==> config.mk <==
export PLATFORM = sky130hd
export DESIGN_NAME = pcg_top
export DESIGN_NICKNAME = d
export VERILOG_FILES = /design/src/rtl/pcg_pkg.sv /design/src/rtl/pcg_top.sv /design/src/rtl/pcg_clk_gate.sv /design/src/rtl/pcg_fault_chk.sv
export VERILOG_INCLUDE_DIRS = /design/src /design/src/rtl
export SDC_FILE = /design/constraint.sdc
export NUM_CORES = 1
export LEC_CHECK = 0
export ABC_CLOCK_PERIOD_IN_PS = 4790
export BUFFER_PORTS_ARGS = -buffer_cell sky130_fd_sc_hd__buf_4
export CELL_PAD_IN_SITES_DETAIL_PLACEMENT = 1
export CELL_PAD_IN_SITES_GLOBAL_PLACEMENT = 2
export CORE_ASPECT_RATIO = 0.5
export CORE_MARGIN = 8
export CORE_UTILIZATION = 31
export DETAILED_ROUTE_END_ITERATION = 10
export PLACE_DENSITY_LB_ADDON = 0.1
export SLEW_MARGIN = 0
export SYNTH_ARGS = -nofsm -noshare
export SYNTH_HDL_FRONTEND = slang
export SYNTH_HIERARCHICAL = 1
export SYNTH_SLANG_ARGS = --single-unit
==> constraint.sdc <==
create_clock -name I_MCLK -period 4.79 [get_ports I_MCLK]
set_clock_uncertainty 0.1 [all_clocks]
set_input_delay 0.958 -clock I_MCLK [delete_from_list [all_inputs] [get_ports I_MCLK]]
set_output_delay 0.958 -clock I_MCLK [all_outputs]
set_load 0.01 [all_outputs]
==> src/rtl/pcg_params.svh <==
`ifndef PCG_PARAMS_SVH
`define PCG_PARAMS_SVH
// ************************************************************
// Register offsets, byte addresses within the block.
// ************************************************************
`define PCG_RUN_OFS   12'h104
`define PCG_SLP_OFS   12'h114
`define PCG_DSL_OFS   12'h124
`define PCG_CFG_OFS   12'h1E0
`define PCG_IST_OFS   12'h1F0
`define PCG_IMSK_OFS  12'h1F4
// ************************************************************
// Field positions and masks.
// ************************************************************
`define PCG_GPC3_BIT  19
`define PCG_GPC2_BIT  18
`define PCG_GPC1_BIT  17
`define PCG_GPC0_BIT  16
`define PCG_TWU0_BIT  12
`define PCG_SSU1_BIT  5
`define PCG_SSU0_BIT  4
`define PCG_ASU0_BIT  0
`define PCG_ACG_BIT   0
`define PCG_GATE_WMASK 32'h000F1031
`define PCG_CFG_WMASK  32'h00000001
`define PCG_IRQ_WMASK  32'h00000003
`define PCG_EV_FAULT  0
`define PCG_EV_PWR    1
// ************************************************************
// Reset values.
// ************************************************************
`define PCG_GATE_RST  32'h00000000
`define PCG_CFG_RST   32'h00000000
`define PCG_IRQ_RST   32'h00000000
`endif

==> src/rtl/pcg_pkg.sv <==
// ************************************************************
// Shared types.
// ************************************************************
package pcg_pkg;
  // Power state presented by the power manager.
  typedef enum logic [1:0] {
    PCG_RUN,
    PCG_SLEEP,
    PCG_DEEP
  } pcg_pwr_t;
endpackage : pcg_pkg

==> src/rtl/pcg_top.sv <==
// Contract
// (RL1) Gate bit one clocks unit, zero stops it
// (RL2) Access to unclocked unit answers bus fault
// (RL3) All gate bits reset to zero
// (RL4) Software alone enables needed units
// (RL5) Run, sleep, deep registers follow power state
// (RL6) Sleep registers apply only with auto gating
// (RL7) Sleep gate register at 0x114, resets zero
// (RL8) Bits 19..16 gate counters three to zero
// (RL9) Bit 12 gates two-wire unit zero
// (RL10) Bits 5 and 4 gate sync serial units
// (RL11) Bit 0 gates async serial unit zero
// (RL12) Reserved bits read zero, ignore writes
// (RL13) Software preserves reserved bits on update
// (RL14) Run gate register at 0x104, same layout
// (RL15) Gates switch only while clock is low
`timescale 1ns/1ns
`default_nettype none
`include "pcg_params.svh"
module pcg_top (
  input  wire logic        I_MCLK,
  input  wire logic        I_RST,
  input  wire logic        I_WB_CYC,
  input  wire logic        I_WB_STB,
  input  wire logic        I_WB_WE,
  input  wire logic [11:0] I_WB_ADR,
  input  wire logic [3:0]  I_WB_SEL,
  input  wire logic [31:0] I_WB_DAT,
  output logic      [31:0] O_WB_DAT,
  output logic             O_WB_ACK,
  output logic             O_WB_ERR,
  input  wire logic [1:0]  I_PWR_STATE,
  input  wire logic        I_PERIPH_REQ,
  input  wire logic [7:0]  I_PERIPH_SEL,
  output logic             O_PERIPH_FAULT,
  output logic             O_PERIPH_GRANT,
  output logic      [7:0]  O_PERIPH_EN,
  output logic      [7:0]  O_PERIPH_CLK,
  output logic             O_IRQ
);

  // ************************************************************
  // Helper functions.
  // ************************************************************

  // Collects the eight gate fields of a gating register into
  // one vector: counters 3..0, two-wire, sync 1, sync 0, async.
  function automatic logic [7:0] units_of(input logic [31:0] r);
    units_of = {r[`PCG_GPC3_BIT], r[`PCG_GPC2_BIT], // RL8
                r[`PCG_GPC1_BIT], r[`PCG_GPC0_BIT],
                r[`PCG_TWU0_BIT],                   // RL9
                r[`PCG_SSU1_BIT], r[`PCG_SSU0_BIT], // RL10
                r[`PCG_ASU0_BIT]};                  // RL11
  endfunction : units_of

  // Byte-lane merge of write data, limited to writable bits.
  function automatic logic [31:0] merge(input logic [31:0] old,
                                        input logic [31:0] dat,
                                        input logic [3:0]  sel,
                                        input logic [31:0] wm);
    logic [31:0] lane;
    lane  = {{8{sel[3]}}, {8{sel[2]}}, {8{sel[1]}}, {8{sel[0]}}};
    merge = ((old & ~lane) | (dat & lane)) & wm;
  endfunction : merge

  // True when the word address selects the given offset.
  function automatic logic at(input logic [11:0] adr,
                              input logic [11:0] ofs);
    at = (adr[11:2] == ofs[11:2]);
  endfunction : at

  // ************************************************************
  // Declarations.
  // ************************************************************
  logic [31:0] run_gate_ff;     // Run-state gating register.
  logic [31:0] slp_gate_ff;     // Sleep-state gating register.
  logic [31:0] dsl_gate_ff;     // Deep-sleep gating register.
  logic [31:0] cfg_ff;          // Holds the auto gating select.
  logic [31:0] ist_ff;          // Sticky interrupt status.
  logic [31:0] imsk_ff;         // Interrupt mask.
  logic [7:0]  en_ff;           // Effective per-unit enables.
  logic [7:0]  nxt_en;          // Next effective enables.
  logic [1:0]  pwr_q_ff;        // Power state seen last cycle.
  logic        ack_ff;          // Registered acknowledge.
  logic        err_ff;          // Registered error answer.
  logic [31:0] rdat_ff;         // Registered read data.
  logic        req;             // New bus request this cycle.
  logic        mapped;          // Address hits a register.
  logic        wr;              // Write accepted this cycle.
  logic [31:0] ev;              // Event pulses for the status.
  logic [31:0] clr;             // Write-one-to-clear pattern.
  logic        fault;           // Fault pulse from the checker.
  logic        auto_gate;       // Auto gating select bit.
  pcg_pkg::pcg_pwr_t pwr;       // Decoded power state.

  // ************************************************************
  // Bus decode.
  // ************************************************************

  // A request counts once: in the cycle of its answer it is idle.
  assign req = I_WB_CYC & I_WB_STB & ~ack_ff & ~err_ff;

  // Only the six word offsets below are mapped.
  assign mapped = at(I_WB_ADR, `PCG_RUN_OFS)
                | at(I_WB_ADR, `PCG_SLP_OFS)
                | at(I_WB_ADR, `PCG_DSL_OFS)
                | at(I_WB_ADR, `PCG_CFG_OFS)
                | at(I_WB_ADR, `PCG_IST_OFS)
                | at(I_WB_ADR, `PCG_IMSK_OFS);

  assign wr = req & mapped & I_WB_WE;

  // Answer one cycle after the request; unmapped gets an error.
  always_ff @(posedge I_MCLK or posedge I_RST) begin
    if (I_RST) begin
      ack_ff <= 1'b0;
      err_ff <= 1'b0;
    end else begin
      ack_ff <= req & mapped;
      err_ff <= req & ~mapped;
    end
  end

  assign O_WB_ACK = ack_ff;
  assign O_WB_ERR = err_ff;

  // ************************************************************
  // Gating registers.
  // ************************************************************

  // Only software sets gate bits; nothing here sets them itself.
  always_ff @(posedge I_MCLK or posedge I_RST) begin
    if (I_RST) begin
      run_gate_ff <= `PCG_GATE_RST; // RL3
      slp_gate_ff <= `PCG_GATE_RST; // RL3
      dsl_gate_ff <= `PCG_GATE_RST; // RL3
    end else if (wr) begin
      // Writable mask keeps the reserved bits at zero.
      if (at(I_WB_ADR, `PCG_RUN_OFS)) begin
        run_gate_ff <= merge(run_gate_ff, I_WB_DAT, I_WB_SEL,
                             `PCG_GATE_WMASK); // RL14 RL12
      end
      if (at(I_WB_ADR, `PCG_SLP_OFS)) begin
        slp_gate_ff <= merge(slp_gate_ff, I_WB_DAT, I_WB_SEL,
                             `PCG_GATE_WMASK); // RL7 RL12
      end
      if (at(I_WB_ADR, `PCG_DSL_OFS)) begin
        dsl_gate_ff <= merge(dsl_gate_ff, I_WB_DAT, I_WB_SEL,
                             `PCG_GATE_WMASK); // RL12
      end
    end
  end

  // Clock configuration: only the auto gating select exists.
  always_ff @(posedge I_MCLK or posedge I_RST) begin
    if (I_RST) begin
      cfg_ff <= `PCG_CFG_RST;
    end else if (wr && at(I_WB_ADR, `PCG_CFG_OFS)) begin
      cfg_ff <= merge(cfg_ff, I_WB_DAT, I_WB_SEL, `PCG_CFG_WMASK);
    end
  end

  assign auto_gate = cfg_ff[`PCG_ACG_BIT];

  // ************************************************************
  // Power state selection.
  // ************************************************************
  assign pwr = pcg_pkg::pcg_pwr_t'(I_PWR_STATE);

  // Without auto gating the run settings stay in force in every
  // state, so software that never sets it sees no surprises.
  always_comb begin
    unique case (pwr)
      pcg_pkg::PCG_RUN: begin
        nxt_en = units_of(run_gate_ff); // RL5
      end
      pcg_pkg::PCG_SLEEP: begin
        nxt_en = auto_gate ? units_of(slp_gate_ff) // RL6
                           : units_of(run_gate_ff);
      end
      pcg_pkg::PCG_DEEP: begin
        nxt_en = auto_gate ? units_of(dsl_gate_ff) // RL5
                           : units_of(run_gate_ff);
      end
      default: begin
        // Unused code: fall back to the run settings.
        nxt_en = units_of(run_gate_ff);
      end
    endcase
  end

  // Registered so the gates see a clean, glitch-free level.
  always_ff @(posedge I_MCLK or posedge I_RST) begin
    if (I_RST) begin
      en_ff    <= 8'h00; // RL3
      pwr_q_ff <= 2'h0;
    end else begin
      en_ff    <= nxt_en;
      pwr_q_ff <= I_PWR_STATE;
    end
  end

  assign O_PERIPH_EN = en_ff;

  // ************************************************************
  // Clock gates and access checker.
  // ************************************************************
  for (genvar g = 0; g < 8; g++) begin : g_gate
    pcg_clk_gate u_gate (
      .i_clk  (I_MCLK),
      .i_rst  (I_RST),
      .i_en   (en_ff[g]),         // RL1
      .o_gclk (O_PERIPH_CLK[g])
    );
  end

  pcg_fault_chk u_chk (
    .i_clk   (I_MCLK),
    .i_rst   (I_RST),
    .i_req   (I_PERIPH_REQ),
    .i_sel   (I_PERIPH_SEL),
    .i_en    (en_ff),             // RL2
    .o_fault (fault),
    .o_grant (O_PERIPH_GRANT)
  );

  assign O_PERIPH_FAULT = fault;

  // ************************************************************
  // Interrupts.
  // ************************************************************
  always_comb begin
    ev = 32'h00000000;
    ev[`PCG_EV_FAULT] = fault;
    ev[`PCG_EV_PWR]   = (pwr_q_ff != I_PWR_STATE);
  end

  assign clr = (wr && at(I_WB_ADR, `PCG_IST_OFS))
             ? merge(32'h00000000, I_WB_DAT, I_WB_SEL, `PCG_IRQ_WMASK)
             : 32'h00000000;

  // Set wins over clear so no event is lost on a clear write.
  always_ff @(posedge I_MCLK or posedge I_RST) begin
    if (I_RST) begin
      ist_ff <= `PCG_IRQ_RST;
    end else begin
      ist_ff <= ((ist_ff & ~clr) | ev) & `PCG_IRQ_WMASK;
    end
  end

  // Mask register, same layout as the status.
  always_ff @(posedge I_MCLK or posedge I_RST) begin
    if (I_RST) begin
      imsk_ff <= `PCG_IRQ_RST;
    end else if (wr && at(I_WB_ADR, `PCG_IMSK_OFS)) begin
      imsk_ff <= merge(imsk_ff, I_WB_DAT, I_WB_SEL, `PCG_IRQ_WMASK);
    end
  end

  assign O_IRQ = |(ist_ff & imsk_ff);

  // ************************************************************
  // Read data.
  // ************************************************************

  // Captured with the request; unmapped reads return zero.
  always_ff @(posedge I_MCLK or posedge I_RST) begin
    if (I_RST) begin
      rdat_ff <= 32'h00000000;
    end else if (req) begin
      if (at(I_WB_ADR, `PCG_RUN_OFS)) begin
        rdat_ff <= run_gate_ff; // RL12
      end else if (at(I_WB_ADR, `PCG_SLP_OFS)) begin
        rdat_ff <= slp_gate_ff; // RL7
      end else if (at(I_WB_ADR, `PCG_DSL_OFS)) begin
        rdat_ff <= dsl_gate_ff;
      end else if (at(I_WB_ADR, `PCG_CFG_OFS)) begin
        rdat_ff <= cfg_ff;
      end else if (at(I_WB_ADR, `PCG_IST_OFS)) begin
        rdat_ff <= ist_ff;
      end else if (at(I_WB_ADR, `PCG_IMSK_OFS)) begin
        rdat_ff <= imsk_ff;
      end else begin
        rdat_ff <= 32'h00000000;
      end
    end
  end

  assign O_WB_DAT = rdat_ff;

  // ************************************************************
  // Assertions.
  // ************************************************************
  reserved_zero_a: assert property ( // RL12
    @(posedge I_MCLK) disable iff (I_RST)
    ((run_gate_ff | slp_gate_ff | dsl_gate_ff)
      & ~`PCG_GATE_WMASK) == 32'h00000000)
    else $error("Reserved gate bit is set.");

  reset_clear_a: assert property ( // RL3
    @(posedge I_MCLK) $fell(I_RST) |->
    (run_gate_ff == 32'h00000000 && slp_gate_ff == 32'h00000000
     && en_ff == 8'h00))
    else $error("Gate bits not zero after reset.");

  run_apply_a: assert property ( // RL5
    @(posedge I_MCLK) disable iff (I_RST)
    (pwr == pcg_pkg::PCG_RUN) |=> (en_ff == units_of($past(run_gate_ff))))
    else $error("Run settings not applied.");

  sleep_apply_a: assert property ( // RL6
    @(posedge I_MCLK) disable iff (I_RST)
    (pwr == pcg_pkg::PCG_SLEEP && auto_gate)
    |=> (en_ff == units_of($past(slp_gate_ff))))
    else $error("Sleep settings not applied under auto gating.");

  sleep_noacg_a: assert property ( // RL6
    @(posedge I_MCLK) disable iff (I_RST)
    (pwr == pcg_pkg::PCG_SLEEP && !auto_gate)
    |=> (en_ff == units_of($past(run_gate_ff))))
    else $error("Sleep settings used without auto gating.");

  sleep_write_a: assert property ( // RL7
    @(posedge I_MCLK) disable iff (I_RST)
    (wr && at(I_WB_ADR, `PCG_SLP_OFS) && I_WB_SEL == 4'hF)
    |=> (slp_gate_ff == ($past(I_WB_DAT) & `PCG_GATE_WMASK)) ##0 O_WB_ACK)
    else $error("Sleep gate write lost.");

  wb_answer_a: assert property (
    @(posedge I_MCLK) disable iff (I_RST)
    req |=> (O_WB_ACK != O_WB_ERR) ##1 (!O_WB_ACK && !O_WB_ERR))
    else $error("Bus answer missing or held too long.");

  fault_unit_a: assert property ( // RL2
    @(posedge I_MCLK) disable iff (I_RST)
    (I_PERIPH_REQ && I_PERIPH_SEL == 8'h01 && !en_ff[0])
    |=> O_PERIPH_FAULT)
    else $error("Async serial access while gated not faulted.");

  irq_level_a: assert property (
    @(posedge I_MCLK) disable iff (I_RST)
    (fault && imsk_ff[`PCG_EV_FAULT]) |=> O_IRQ)
    else $error("Unmasked fault did not raise the interrupt.");

endmodule : pcg_top
`default_nettype wire

==> src/rtl/pcg_clk_gate.sv <==
`timescale 1ns/1ns
`default_nettype none
// ************************************************************
// Glitch-free clock gate for one peripheral.
// ************************************************************
module pcg_clk_gate (
  input  wire logic i_clk,
  input  wire logic i_rst,
  input  wire logic i_en,
  output logic      o_gclk
);
  logic en_lo_ff; // Enable captured while the clock is low.

  // Outside reset the enable changes only on the falling edge, so the AND below
  // never cuts a high phase short.
  always_ff @(negedge i_clk or posedge i_rst) begin
    if (i_rst) begin
      en_lo_ff <= 1'b0;
    end else begin
      en_lo_ff <= i_en; // RL15
    end
  end

  // Gated clock: no clock at all while the enable is off.
  assign o_gclk = i_clk & en_lo_ff; // RL1

  // Sampled on the falling edge, so the high phase is what is seen.
  gclk_off_a: assert property ( // RL1
    @(negedge i_clk) disable iff (i_rst) !en_lo_ff |-> !o_gclk)
    else $error("Gated clock high while its gate is off.");
endmodule : pcg_clk_gate
`default_nettype wire

==> src/rtl/pcg_fault_chk.sv <==
`timescale 1ns/1ns
`default_nettype none
// ************************************************************
// Peripheral access checker: faults accesses to unclocked units.
// ************************************************************
module pcg_fault_chk (
  input  wire logic       i_clk,
  input  wire logic       i_rst,
  input  wire logic       i_req,
  input  wire logic [7:0] i_sel,
  input  wire logic [7:0] i_en,
  output logic            o_fault,
  output logic            o_grant
);
  logic hit_off; // Selected unit has its clock withheld.

  // A request with no unit selected is not ours and is ignored.
  assign hit_off = (|i_sel) && ((i_sel & i_en) == 8'h00);

  // One-cycle answer: fault instead of completion when gated off.
  always_ff @(posedge i_clk or posedge i_rst) begin
    if (i_rst) begin
      o_fault <= 1'b0;
      o_grant <= 1'b0;
    end else begin
      o_fault <= i_req & hit_off; // RL2
      o_grant <= i_req & (|i_sel) & ~hit_off;
    end
  end

  fault_resp_a: assert property ( // RL2
    @(posedge i_clk) disable iff (i_rst)
    (i_req && hit_off) |=> (o_fault && !o_grant))
    else $error("Access to an unclocked unit not faulted.");
endmodule : pcg_fault_chk
`default_nettype wire

==> metrics.txt, run 1 <==
# TYPE chip_impl_metric gauge
chip_impl_metric{name="fp.dieArea",unit="um^2"} 13220
chip_impl_metric{name="initial_core_util",unit=""} 0.3172
chip_impl_metric{name="finalInstanceArea",unit="um^2"} 3905
chip_impl_metric{name="std_cell_rows",unit=""} 25
chip_impl_metric{name="tightest_slew",unit="ps"} 1047
chip_impl_metric{name="place.detailed.hpwl",unit="um"} 6436
chip_impl_info{name="worst_hold_path_type",value="input port to asynchronous set/reset pin"} 1
chip_impl_info{name="synth_top_cells_by_area",value="sky130_fd_sc_hd__dfrtp_1 (44%), sky130_fd_sc_hd__mux2_2 (12%), sky130_fd_sc_hd__dfrtn_1 (6.7%)"} 1
chip_impl_metric{name="power-per-cell-area",unit="nW/um^2"} 349.4
chip_impl_metric{name="final-hold-violation-count",unit=""} 0
chip_impl_metric{name="cts.repair.resized",unit=""} 0
chip_impl_metric{name="largest_net_degree_at_the_start_of_global_routing",unit=""} 51
chip_impl_metric{name="static-leakage-power",unit="nW"} 1.951
chip_impl_metric{name="first_global_vias",unit=""} 2609
chip_impl_metric{name="yosysTopAreaCellShare",unit=""} 0.4357
chip_impl_metric{name="post_drt_via_cell_ratio",unit=""} 4.671
chip_impl_info{name="clock_tree_from_tritoncts",value="built"} 1
chip_impl_metric{name="relSlewSlack",unit=""} 0.3007
chip_impl_metric{name="floorplan.core_area",unit="um^2"} 9415
chip_impl_metric{name="syn_area_per_cell",unit="um^2"} 10.78
chip_impl_metric{name="synth_seq_cells",unit=""} 60
chip_impl_metric{name="postSynth.asyncResetShare",unit=""} 1.000
chip_impl_metric{name="synth_enable_flop_cells",unit=""} 0
chip_impl_metric{name="timing_max_transition_violations_final",unit=""} 0
chip_impl_metric{name="grt_usage",unit=""} 0.1411
chip_impl_info{name="setup_repair_after_global_routing_missed_its_margin",value="no"} 1
chip_impl_metric{name="dr.pass1.iters",unit=""} 4
chip_impl_info{name="run_status",value="finished, final reports clean"} 1
chip_impl_metric{name="synth-warning-count",unit=""} 6
chip_impl_metric{name="postCtsSetupBuffers",unit=""} 0
chip_impl_metric{name="hold_buffers",unit=""} 0
chip_impl_metric{name="max-vdd-ir-drop",unit="uV"} 154.8
chip_impl_metric{name="io_buffer_count",unit=""} 67
chip_impl_metric{name="final_net_count",unit=""} 413
chip_impl_metric{name="final_critical_path_setup_slack",unit="ps"} 253.2
chip_impl_metric{name="die-height",unit="um"} 85.41
chip_impl_metric{name="fp.dieW",unit="um"} 154.8
chip_impl_info{name="end_kind",value="output port"} 1
chip_impl_info{name="timing.critical_path.from_type",value="register"} 1
chip_impl_metric{name="route.detailed.drc",unit=""} 0
chip_impl_metric{name="max_fo_critical_path",unit=""} 1
chip_impl_metric{name="pre_cts_ws",unit="ps"} 746.3
chip_impl_metric{name="routedWlPerCell",unit="um"} 17.85
chip_impl_metric{name="drtAntennaViolNets",unit=""} 0
chip_impl_metric{name="initial_antenna_violation_count",unit=""} 0
chip_impl_metric{name="grt_pass1_wl",unit="um"} 14080
chip_impl_metric{name="clkLatencyLatePin",unit="ps"} 440
chip_impl_metric{name="antenna_cells_inserted",unit=""} 0
chip_impl_metric{name="gp_congestion",unit=""} 0.7732
chip_impl_info{name="timing_worst_setup_path_type",value="register to output port"} 1
chip_impl_metric{name="layout-drive-gt1-share",unit=""} 0.3551
chip_impl_metric{name="setup_viol",unit=""} 0
chip_impl_metric{name="worst-endpoint-arrival",unit="ps"} 3480
chip_impl_metric{name="synthDistinctLibCells",unit=""} 43
chip_impl_metric{name="maxCapViolCount",unit=""} 0
chip_impl_metric{name="synth.cell_area",unit="um^2"} 2987
chip_impl_metric{name="footprint_of_the_flip_flops_and_latches",unit="um^2"} 1501
chip_impl_metric{name="synthesis.instances",unit=""} 277
chip_impl_metric{name="io_pins",unit=""} 117
chip_impl_metric{name="first_iter_violations",unit=""} 109
chip_impl_info{name="synth_area_leader_cell",value="sky130_fd_sc_hd__dfrtp_1"} 1
chip_impl_metric{name="detailed_place.area",unit="um^2"} 3535
chip_impl_metric{name="worst-endpoint-required",unit="ps"} 3730
chip_impl_info{name="dominantRegCellSynth",value="sky130_fd_sc_hd__dfrtp_1"} 1
chip_impl_metric{name="hold_ws",unit="ps"} 333.0
chip_impl_metric{name="grt-ovfl-total",unit=""} 0
chip_impl_metric{name="fillers",unit=""} 1062
chip_impl_metric{name="detailroute.via_count",unit=""} 2275
chip_impl_metric{name="routed_wl",unit="um"} 8691
chip_impl_metric{name="synth_sequential_area_ratio",unit=""} 0.5027
chip_impl_metric{name="area_delta_synth_final",unit="%"} 30.75
chip_impl_metric{name="finalSetupTns",unit="ps"} 0
chip_impl_metric{name="multi_input_combinational_cell_area",unit="um^2"} 1301
chip_impl_metric{name="clkTransAtPathRegs",unit="ps"} 50
chip_impl_metric{name="fin_total_pwr",unit="W"} 0.001365
-- metrics by stage --
stage | std cells | utilization
global placement | 467 | 0.3754
finish | 487 | 0.4148
detailed placement | 467 | 0.3754
global route | 487 | 0.4148
floorplan | 299 | -
CTS | 487 | 0.4148
-- kinds of logic (layout without fill, tap and decap cells) --
| family | Yosys count | in the layout | share of synthesized area |
|---|---|---|---|
| muxes | 37 | 37 | 0.1374 |
| adders and majority gates | 2 | 2 | 0.008377 |
| DFF | 60 | 60 | 0.5027 |
| xor gates and xnor gates | 2 | 2 | 0.005866 |
| and+or+nand+nor | 91 | 91 | 0.1713 |
| other | 1 | 23 | 0.001256 |
| buffers and inverters | 49 | 102 | 0.09133 |
| AOI/OAI and AO/OA | 35 | 35 | 0.08169 |
-- cells in the final DEF, fill, tap and decap left out, types with 2 or more instances in the layout --
cell and count:
sky130_fd_sc_hd__buf_4 68, sky130_fd_sc_hd__dfrtp_1 52, sky130_fd_sc_hd__mux2_2 31, sky130_fd_sc_hd__conb_1 23, sky130_fd_sc_hd__nand3_1 22, sky130_fd_sc_hd__nand2_1 19
sky130_fd_sc_hd__inv_1 13, sky130_fd_sc_hd__a22oi_1 13, sky130_fd_sc_hd__clkbuf_16 13, sky130_fd_sc_hd__nor2_1 9, sky130_fd_sc_hd__o21ai_0 9, sky130_fd_sc_hd__and2_1 9
sky130_fd_sc_hd__dfrtn_1 8, sky130_fd_sc_hd__nand4_1 6, sky130_fd_sc_hd__mux2i_1 5, sky130_fd_sc_hd__and3_1 5, sky130_fd_sc_hd__nor3_1 4, sky130_fd_sc_hd__clkinv_2 4
sky130_fd_sc_hd__nand2b_1 3, sky130_fd_sc_hd__nor2b_1 3, sky130_fd_sc_hd__a21o_1 2, sky130_fd_sc_hd__nor4_4 2, sky130_fd_sc_hd__xor2_1 2, sky130_fd_sc_hd__nand2_2 2
sky130_fd_sc_hd__ha_1 2, sky130_fd_sc_hd__or4_1 2
-- final timing paths --
check	start	end	slack, ps	cells past startpoint
setup / recovery	g_gate[3].u_gate/en_lo_ff	O_PERIPH_CLK[3]	250	2
hold / removal	I_RST	u_chk/o_grant	330	2
setup reg to reg	O_PERIPH_EN[0]	g_gate[0].u_gate/en_lo_ff	1750	0
hold reg to reg	u_chk/o_fault	ist_ff[0]	370	1
max in group asynchronous	I_RST	g_gate[4].u_gate/en_lo_ff	1890	2
min in group I_MCLK	u_chk/o_fault	ist_ff[0]	370	1
-- critical path: stages (launching register included) --
cell and delay [ps]:
sky130_fd_sc_hd__dfrtn_1 370, sky130_fd_sc_hd__and2_1 130, sky130_fd_sc_hd__buf_4 120
-- synth_stat cells (2+ instances only) --
master                     number
sky130_fd_sc_hd__nand3_1       22
sky130_fd_sc_hd__clkbuf_1       8
sky130_fd_sc_hd__a21o_1         2
sky130_fd_sc_hd__nor2_1         9
sky130_fd_sc_hd__nand2_1       19
sky130_fd_sc_hd__nor2b_1        3
sky130_fd_sc_hd__mux2i_1        5
sky130_fd_sc_hd__nor4_4         2
sky130_fd_sc_hd__dfrtn_1        8
sky130_fd_sc_hd__buf_1          2
sky130_fd_sc_hd__nand2_2        2
sky130_fd_sc_hd__buf_4         23
sky130_fd_sc_hd__a22oi_1       13
sky130_fd_sc_hd__nand2b_1       3
sky130_fd_sc_hd__mux2_2        31
sky130_fd_sc_hd__or4_1          2
sky130_fd_sc_hd__buf_2          2
sky130_fd_sc_hd__o21ai_0        9
sky130_fd_sc_hd__ha_1           2
sky130_fd_sc_hd__inv_1         14
sky130_fd_sc_hd__nand4_1        6
sky130_fd_sc_hd__xor2_1         2
sky130_fd_sc_hd__and3_1         5
sky130_fd_sc_hd__and2_1         9
sky130_fd_sc_hd__dfrtp_1       52
sky130_fd_sc_hd__nor4bb_1       2
sky130_fd_sc_hd__nor3_1         4
-- report_power, final --
group          switching (W)  leakage (nW)  internal (W)
clock network       0.000262         0.252      0.000503
logic              0.0000558         0.878     0.0000325
registers         0.00000168         0.820      0.000510
total               0.000319          1.95       0.00105
-- metal layers --
layer,vias up,share of wire,global-route usage
met3,10,0.086,0.07957
met2,79,0.43,0.1954
met4,0,0.010,0.05737
li1,1068,-,-
met5,-,0,0
met1,1118,0.48,0.1764
-- cell type report --
| cell class | count | share of cell area |
|---|---|---|
| multi-input cells | 190 | 0.3332 |
| inverters | 14 | 0.01346 |
| clock inverters | 5 | 0.007049 |
| clock buffers | 23 | 0.1032 |
| flip-flops and latches | 60 | 0.3845 |
| repair buffers | 60 | 0.1153 |
| well taps | 135 | 0.04326 |
(Power assumes the default switching activity.)
==> inputs of run 2 (changes only) <==
--- a/config.mk
+++ b/config.mk
@@ -12,11 +12,10 @@
 export CELL_PAD_IN_SITES_GLOBAL_PLACEMENT = 2
 export CORE_ASPECT_RATIO = 0.5
 export CORE_MARGIN = 8
-export CORE_UTILIZATION = 31
+export CORE_UTILIZATION = 32
 export DETAILED_ROUTE_END_ITERATION = 10
 export PLACE_DENSITY_LB_ADDON = 0.1
 export SLEW_MARGIN = 0
 export SYNTH_ARGS = -nofsm -noshare
 export SYNTH_HDL_FRONTEND = slang
-export SYNTH_HIERARCHICAL = 1
 export SYNTH_SLANG_ARGS = --single-unit
==> run 2 against run 1 <==
  * Clock power increased by 7.3%
  * Sequential share of layout area increased by 0.12 points
  * Critical path depth unchanged
  * Area after synthesis increased by 2.8%
  * Via count increased by 0.97%
  * Critical path type unchanged
==> metrics.txt, run 2 <==
# TYPE chip_impl_metric gauge
chip_impl_metric{name="grt_pass1_wl",unit="um"} 14080
chip_impl_metric{name="synthDistinctLibCells",unit=""} 47
chip_impl_metric{name="final_critical_path_setup_slack",unit="ps"} 252.4
chip_impl_metric{name="relSlewSlack",unit=""} 0.4218
chip_impl_metric{name="routedWlPerCell",unit="um"} 19.05
chip_impl_metric{name="final_net_count",unit=""} 401
chip_impl_metric{name="std_cell_rows",unit=""} 25
chip_impl_metric{name="die-height",unit="um"} 85.25
chip_impl_metric{name="first_iter_violations",unit=""} 140
chip_impl_metric{name="detailroute.via_count",unit=""} 2297
chip_impl_metric{name="fp.dieW",unit="um"} 154.5
chip_impl_metric{name="post_drt_via_cell_ratio",unit=""} 4.972
chip_impl_metric{name="io_buffer_count",unit=""} 67
chip_impl_metric{name="synth_seq_cells",unit=""} 60
chip_impl_info{name="synth_area_leader_cell",value="sky130_fd_sc_hd__dfrtp_1"} 1
chip_impl_metric{name="place.detailed.hpwl",unit="um"} 6398
chip_impl_info{name="timing.rr.start",value="O_PERIPH_EN[6]"} 1
chip_impl_info{name="critical_path.cell_chain",value="and2_1 > buf_4"} 1
chip_impl_info{name="timing_worst_setup_path_type",value="register to output port"} 1
chip_impl_info{name="timing.critical_path.from_type",value="register"} 1
chip_impl_metric{name="clkTransAtPathRegs",unit="ps"} 50
chip_impl_info{name="hold_path.startpoint",value="O_WB_DAT[12]"} 1
chip_impl_metric{name="maxCapViolCount",unit=""} 0
chip_impl_metric{name="postCtsSetupBuffers",unit=""} 0
chip_impl_metric{name="hold_ws",unit="ps"} 394.4
chip_impl_metric{name="dr.pass1.iters",unit=""} 4
chip_impl_metric{name="postSynth.asyncResetShare",unit=""} 1.000
chip_impl_metric{name="pre_cts_ws",unit="ps"} 753.7
chip_impl_metric{name="worst-endpoint-arrival",unit="ps"} 3480
chip_impl_metric{name="gp_congestion",unit=""} 0.7625
chip_impl_info{name="worstSetupStartpoint",value="g_gate[3].u_gate.en_lo_ff"} 1
chip_impl_info{name="dominantRegCellSynth",value="sky130_fd_sc_hd__dfrtp_1"} 1
chip_impl_metric{name="floorplan.core_area",unit="um^2"} 9384
chip_impl_metric{name="layout-drive-gt1-share",unit=""} 0.3460
chip_impl_metric{name="routed_wl",unit="um"} 8801
chip_impl_metric{name="fp.dieArea",unit="um^2"} 13170
chip_impl_metric{name="timing.critical_path.buf_inv",unit=""} 1
chip_impl_metric{name="syn_area_per_cell",unit="um^2"} 11.08
chip_impl_info{name="final_common_cell",value="sky130_fd_sc_hd__buf_4"} 1
chip_impl_metric{name="initial_antenna_violation_count",unit=""} 0
chip_impl_metric{name="io_pins",unit=""} 117
chip_impl_metric{name="initial_core_util",unit=""} 0.3271
chip_impl_metric{name="yosysTopAreaCellShare",unit=""} 0.4240
chip_impl_info{name="worst_hold_path_type",value="register to register"} 1
chip_impl_info{name="critical_path.top_delay_family",value="flip-flops"} 1
chip_impl_metric{name="static-leakage-power",unit="nW"} 1.878
chip_impl_metric{name="synth-warning-count",unit=""} 0
chip_impl_metric{name="finalSetupTns",unit="ps"} 0
chip_impl_metric{name="synthesis.instances",unit=""} 277
chip_impl_info{name="end_kind",value="output port"} 1
chip_impl_metric{name="clkLatencyLatePin",unit="ps"} 440
chip_impl_metric{name="dpl.cell_count",unit=""} 441
chip_impl_metric{name="instances_no_fill",unit=""} 462
chip_impl_metric{name="synth.cell_area",unit="um^2"} 3069
chip_impl_metric{name="hold_buffers",unit=""} 0
chip_impl_info{name="cpMaxStageDelayCell",value="sky130_fd_sc_hd__dfrtn_1"} 1
chip_impl_info{name="synth_top_cells_by_area",value="sky130_fd_sc_hd__dfrtp_1 (42%), sky130_fd_sc_hd__buf_4 (9.8%), sky130_fd_sc_hd__mux2_2 (9.2%)"} 1
chip_impl_info{name="run_status",value="finished, final reports clean"} 1
chip_impl_metric{name="cts.repair.resized",unit=""} 0
chip_impl_metric{name="grt_usage",unit=""} 0.1423
chip_impl_metric{name="worst-endpoint-required",unit="ps"} 3730
chip_impl_metric{name="area_delta_synth_final",unit="%"} 26.82
chip_impl_metric{name="final-hold-violation-count",unit=""} 0
chip_impl_metric{name="max-vdd-ir-drop",unit="uV"} 176.1
chip_impl_info{name="synth_most_common_cell",value="sky130_fd_sc_hd__dfrtp_1"} 1
chip_impl_metric{name="max_fo_critical_path",unit=""} 1
chip_impl_metric{name="power-per-cell-area",unit="nW/um^2"} 365.2
chip_impl_metric{name="synth_sequential_area_ratio",unit=""} 0.4892
chip_impl_metric{name="setup_viol",unit=""} 0
chip_impl_info{name="synth_top_cells_by_count",value="sky130_fd_sc_hd__dfrtp_1 (52), sky130_fd_sc_hd__buf_4 (40), sky130_fd_sc_hd__mux2_2 (25), sky130_fd_sc_hd__nand2_1 (19), sky130_fd_sc_hd__nor2_1 (13)"} 1
chip_impl_info{name="clock_tree_from_tritoncts",value="built"} 1
chip_impl_metric{name="tightest_slew",unit="ps"} 859.4
chip_impl_metric{name="synth_enable_flop_cells",unit=""} 0
chip_impl_metric{name="timing_max_transition_violations_final",unit=""} 0
chip_impl_info{name="layout.cells.most_common_list",value="sky130_fd_sc_hd__buf_4 (69), sky130_fd_sc_hd__dfrtp_1 (52), sky130_fd_sc_hd__mux2_2 (25)"} 1
chip_impl_metric{name="grt-ovfl-total",unit=""} 0
chip_impl_metric{name="max_stage_delay",unit="ps"} 380
chip_impl_metric{name="drtAntennaViolNets",unit=""} 0
chip_impl_metric{name="antenna_cells_inserted",unit=""} 0
chip_impl_info{name="setup_repair_after_global_routing_missed_its_margin",value="no"} 1
chip_impl_metric{name="first_global_vias",unit=""} 2628
chip_impl_metric{name="route.detailed.drc",unit=""} 0
chip_impl_metric{name="largest_net_degree_at_the_start_of_global_routing",unit=""} 53
run 2: area by class of cell:
type | instances | area, um^2
clock inverters | 4 | 48.80
multi-input cells | 187 | 1304
inverters | 4 | 18.77
flip-flops and latches | 60 | 1501
clock buffers | 25 | 410.4
repair buffers | 61 | 457.9
fillers | 1039 | 5492
well taps | 121 | 151.4
run 2: stage by stage:
stage,utilization,cell area (um^2),power (W)
floorplan,-,3156,0.0005778
global placement,0.3723,3493,0.0006104
detailed placement,0.3723,3493,0.0006117
CTS,0.4148,3892,0.001446
global route,0.4148,3892,0.001481
finish,0.4148,3892,0.001422
run 2: logic make-up after synthesis:
family	Yosys count	synth area share
adders and majority gates	2	0.008152
and+or+nand+nor	82	0.1508
other	1	0.001222
AOI/OAI and AO/OA	42	0.09948
buffers and inverters	52	0.1129
xor gates and xnor gates	2	0.005708
muxes	36	0.1325
DFF	60	0.4892
run 2: worst min-delay path: cells and delay by family, from the launching register on:
kind	cells	cell delay [ps]
and+or+nand+nor	1	50
DFF	1	350
AOI/OAI and AO/OA	1	60
run 2: worst paths after layout:
kind                                              to  slack [ps]  depth (start not counted)
max                                  O_PERIPH_CLK[3]         250                          2
min                                     O_WB_DAT[12]         390                          2
max reg2reg                g_gate[6].u_gate.en_lo_ff        1740                          0
min reg2reg                             O_WB_DAT[12]         390                          2
max in group asynchronous  g_gate[4].u_gate.en_lo_ff        1810                          2
min in group asynchronous             O_PERIPH_EN[2]         780                          3
run 2: power breakdown:
part | total [W] | internal, W | switching [W]
registers | 0.000513 | 0.000511 | 0.00000195
logic | 0.0000895 | 0.0000337 | 0.0000558
clock network | 0.000820 | 0.000563 | 0.000257
run 2: metal layers:
layer  track usage  vias to the layer above  part of all wire  wire [um]
li1              -                     1053                 -          -
met1        0.1750                     1144              0.48       4191
met2        0.1962                       88              0.43       3766
met3       0.07248                       12             0.080        708
met4       0.08120                        0             0.015        135
met5             0                        -                 0          0
==> inputs of run 3 (changes only) <==
--- a/config.mk
+++ b/config.mk
@@ -10,7 +10,7 @@
 export BUFFER_PORTS_ARGS = -buffer_cell sky130_fd_sc_hd__buf_4
 export CELL_PAD_IN_SITES_DETAIL_PLACEMENT = 1
 export CELL_PAD_IN_SITES_GLOBAL_PLACEMENT = 2
-export CORE_ASPECT_RATIO = 0.5
+export CORE_ASPECT_RATIO = 2
 export CORE_MARGIN = 8
 export CORE_UTILIZATION = 32
 export DETAILED_ROUTE_END_ITERATION = 10
==> run 3 against run 2 <==
  * Clock-buffer cell count down 2
  * Critical endpoint is now O_PERIPH_CLK[2]
  * Critical path depth unchanged
  * Via count down 1.6%
  * Critical path type unchanged
  * Highest routed layer unchanged
==> metrics.txt, run 3 (synthesis results as in run 2) <==
# TYPE chip_impl_metric gauge
chip_impl_info{name="run_status",value="finished, final reports clean"} 1
chip_impl_metric{name="detailroute.via_count",unit=""} 2261
chip_impl_info{name="end_kind",value="output port"} 1
chip_impl_metric{name="drtAntennaViolNets",unit=""} 0
chip_impl_metric{name="initial_core_util",unit=""} 0.3293
chip_impl_metric{name="timing.critical_path.buf_inv",unit=""} 1
chip_impl_metric{name="finalSetupTns",unit="ps"} 0
chip_impl_metric{name="routedWlPerCell",unit="um"} 19.89
chip_impl_metric{name="layout-drive-gt1-share",unit=""} 0.3557
chip_impl_metric{name="routed_wl",unit="um"} 8893
chip_impl_info{name="final_common_cell",value="sky130_fd_sc_hd__buf_4"} 1
chip_impl_metric{name="hold_buffers",unit=""} 0
chip_impl_info{name="critical_path.cell_chain",value="and2_1 > buf_4"} 1
chip_impl_metric{name="place.detailed.hpwl",unit="um"} 6768
chip_impl_metric{name="postCtsSetupBuffers",unit=""} 0
chip_impl_metric{name="post_drt_via_cell_ratio",unit=""} 5.058
chip_impl_metric{name="gp_congestion",unit=""} 0.7642
chip_impl_metric{name="clkTransAtPathRegs",unit="ps"} 50
chip_impl_metric{name="largest_net_degree_at_the_start_of_global_routing",unit=""} 26
chip_impl_metric{name="grt-ovfl-total",unit=""} 0
chip_impl_metric{name="fillers",unit=""} 1041
chip_impl_metric{name="max_stage_delay",unit="ps"} 380
chip_impl_info{name="clock_tree_from_tritoncts",value="built"} 1
chip_impl_metric{name="area_delta_synth_final",unit="%"} 26.62
chip_impl_metric{name="cts.repair.resized",unit=""} 0
chip_impl_metric{name="max-vdd-ir-drop",unit="uV"} 201.0
chip_impl_info{name="setup_repair_after_global_routing_missed_its_margin",value="no"} 1
chip_impl_metric{name="grt_pass1_wl",unit="um"} 14140
chip_impl_metric{name="detailed_place.area",unit="um^2"} 3487
chip_impl_metric{name="timing_max_transition_violations_final",unit=""} 0
chip_impl_metric{name="std_cell_rows",unit=""} 50
chip_impl_metric{name="max_fo_critical_path",unit=""} 1
chip_impl_info{name="timing_worst_setup_path_type",value="register to output port"} 1
chip_impl_metric{name="finalInstanceArea",unit="um^2"} 3886
chip_impl_metric{name="floorplan.core_area",unit="um^2"} 9321
chip_impl_metric{name="relSlewSlack",unit=""} 0.4784
chip_impl_metric{name="static-leakage-power",unit="nW"} 1.878
chip_impl_metric{name="setup_viol",unit=""} 0
chip_impl_metric{name="footprint_of_the_flip_flops_and_latches",unit="um^2"} 1501
chip_impl_metric{name="antenna_cells_inserted",unit=""} 0
chip_impl_info{name="layout.cells.most_common_list",value="sky130_fd_sc_hd__buf_4 (71), sky130_fd_sc_hd__dfrtp_1 (52), sky130_fd_sc_hd__mux2_2 (25)"} 1
chip_impl_metric{name="tightest_slew",unit="ps"} 780.8
chip_impl_metric{name="worst-endpoint-required",unit="ps"} 3730
chip_impl_metric{name="final-hold-violation-count",unit=""} 0
chip_impl_metric{name="multi_input_combinational_cell_area",unit="um^2"} 1304
chip_impl_metric{name="maxCapViolCount",unit=""} 0
chip_impl_metric{name="dr.pass1.iters",unit=""} 4
chip_impl_metric{name="first_global_vias",unit=""} 2610
chip_impl_metric{name="grt_usage",unit=""} 0.1470
chip_impl_info{name="timing.critical_path.from_type",value="register"} 1
chip_impl_metric{name="fp.dieW",unit="um"} 85.25
chip_impl_metric{name="final_net_count",unit=""} 403
chip_impl_metric{name="first_iter_violations",unit=""} 93
chip_impl_info{name="worst_hold_path_type",value="register to register"} 1
chip_impl_metric{name="clkLatencyLatePin",unit="ps"} 460
chip_impl_metric{name="power-per-cell-area",unit="nW/um^2"} 365.4
chip_impl_metric{name="utilization",unit=""} 0.4169
chip_impl_info{name="cpMaxStageDelayCell",value="sky130_fd_sc_hd__dfrtn_1"} 1
chip_impl_metric{name="die-height",unit="um"} 154.5
chip_impl_metric{name="route.detailed.drc",unit=""} 0
chip_impl_metric{name="initial_antenna_violation_count",unit=""} 0
chip_impl_metric{name="fp.dieArea",unit="um^2"} 13170
chip_impl_metric{name="io_pins",unit=""} 117
chip_impl_metric{name="worst-endpoint-arrival",unit="ps"} 3490
chip_impl_metric{name="io_buffer_count",unit=""} 67
chip_impl_info{name="critical_path.top_delay_family",value="flip-flops"} 1
## run 3: cell types whose count changed in the layout (fill, tap and decap cells not counted), sizes merged
cell and change:
clkinvlp +3, buf +2, clkbuf -2, bufinv -1, clkinv -1, inv +1
## run 3: final timing paths
check / startpoint / end / depth (start not counted) / slack (ps)
min: O_WB_DAT[0] / O_WB_DAT[0] / 2 / 390
max reg2reg: O_PERIPH_EN[3] / g_gate[3].u_gate.en_lo_ff / 0 / 1720
max in group asynchronous: I_RST / g_gate[6].u_gate.en_lo_ff / 2 / 1570
max: g_gate[2].u_gate.en_lo_ff / O_PERIPH_CLK[2] / 2 / 240
min in group asynchronous: I_RST / O_PERIPH_EN[2] / 2 / 430
min reg2reg: O_WB_DAT[0] / O_WB_DAT[0] / 2 / 390
## run 3: layout make-up
class	count	share of cell area
sequential	60	0.3863
tap	104	0.03348
clock inverter	6	0.01159
timing repair buffer	63	0.1217
multi-input combinational	187	0.3355
inverter	4	0.004829
clock buffer	23	0.1066
## run 3: metal layers
layer	vias up	global-route usage	share of wire	wire, um
met1	1118	0.1328	0.35	3153
met4	0	0.1069	0.028	247
met5	-	0	0	0
met2	71	0.2575	0.56	4948
met3	16	0.05786	0.061	543
li1	1056	-	-	-
## run 3: through the flow
step                      instances  worst slack, ps  total power, W  hold slack [ps]
after floorplan                 299            766.1       0.0005778            365.2
after global placement          426            763.6       0.0006119            375.5
after detailed placement        426            748.3       0.0006131            379.8
after CTS                       447            219.8        0.001447            392.5
after global routing            447            193.9        0.001479            415.3
final                           447            244.1        0.001420            387.1
## run 3: tightest hold or removal path, cell delays in order, from the launching register on
cell                      delay, ps
sky130_fd_sc_hd__dfrtp_1        350
sky130_fd_sc_hd__nand2_1         60
sky130_fd_sc_hd__o41ai_1         50
## run 3: power breakdown
part           internal (W)  switching [W]  leakage (nW)
Sequential         0.000510     0.00000176         0.820
Combinational     0.0000342      0.0000558         0.803
Clock              0.000530       0.000288         0.254
Total               0.00107       0.000346          1.88
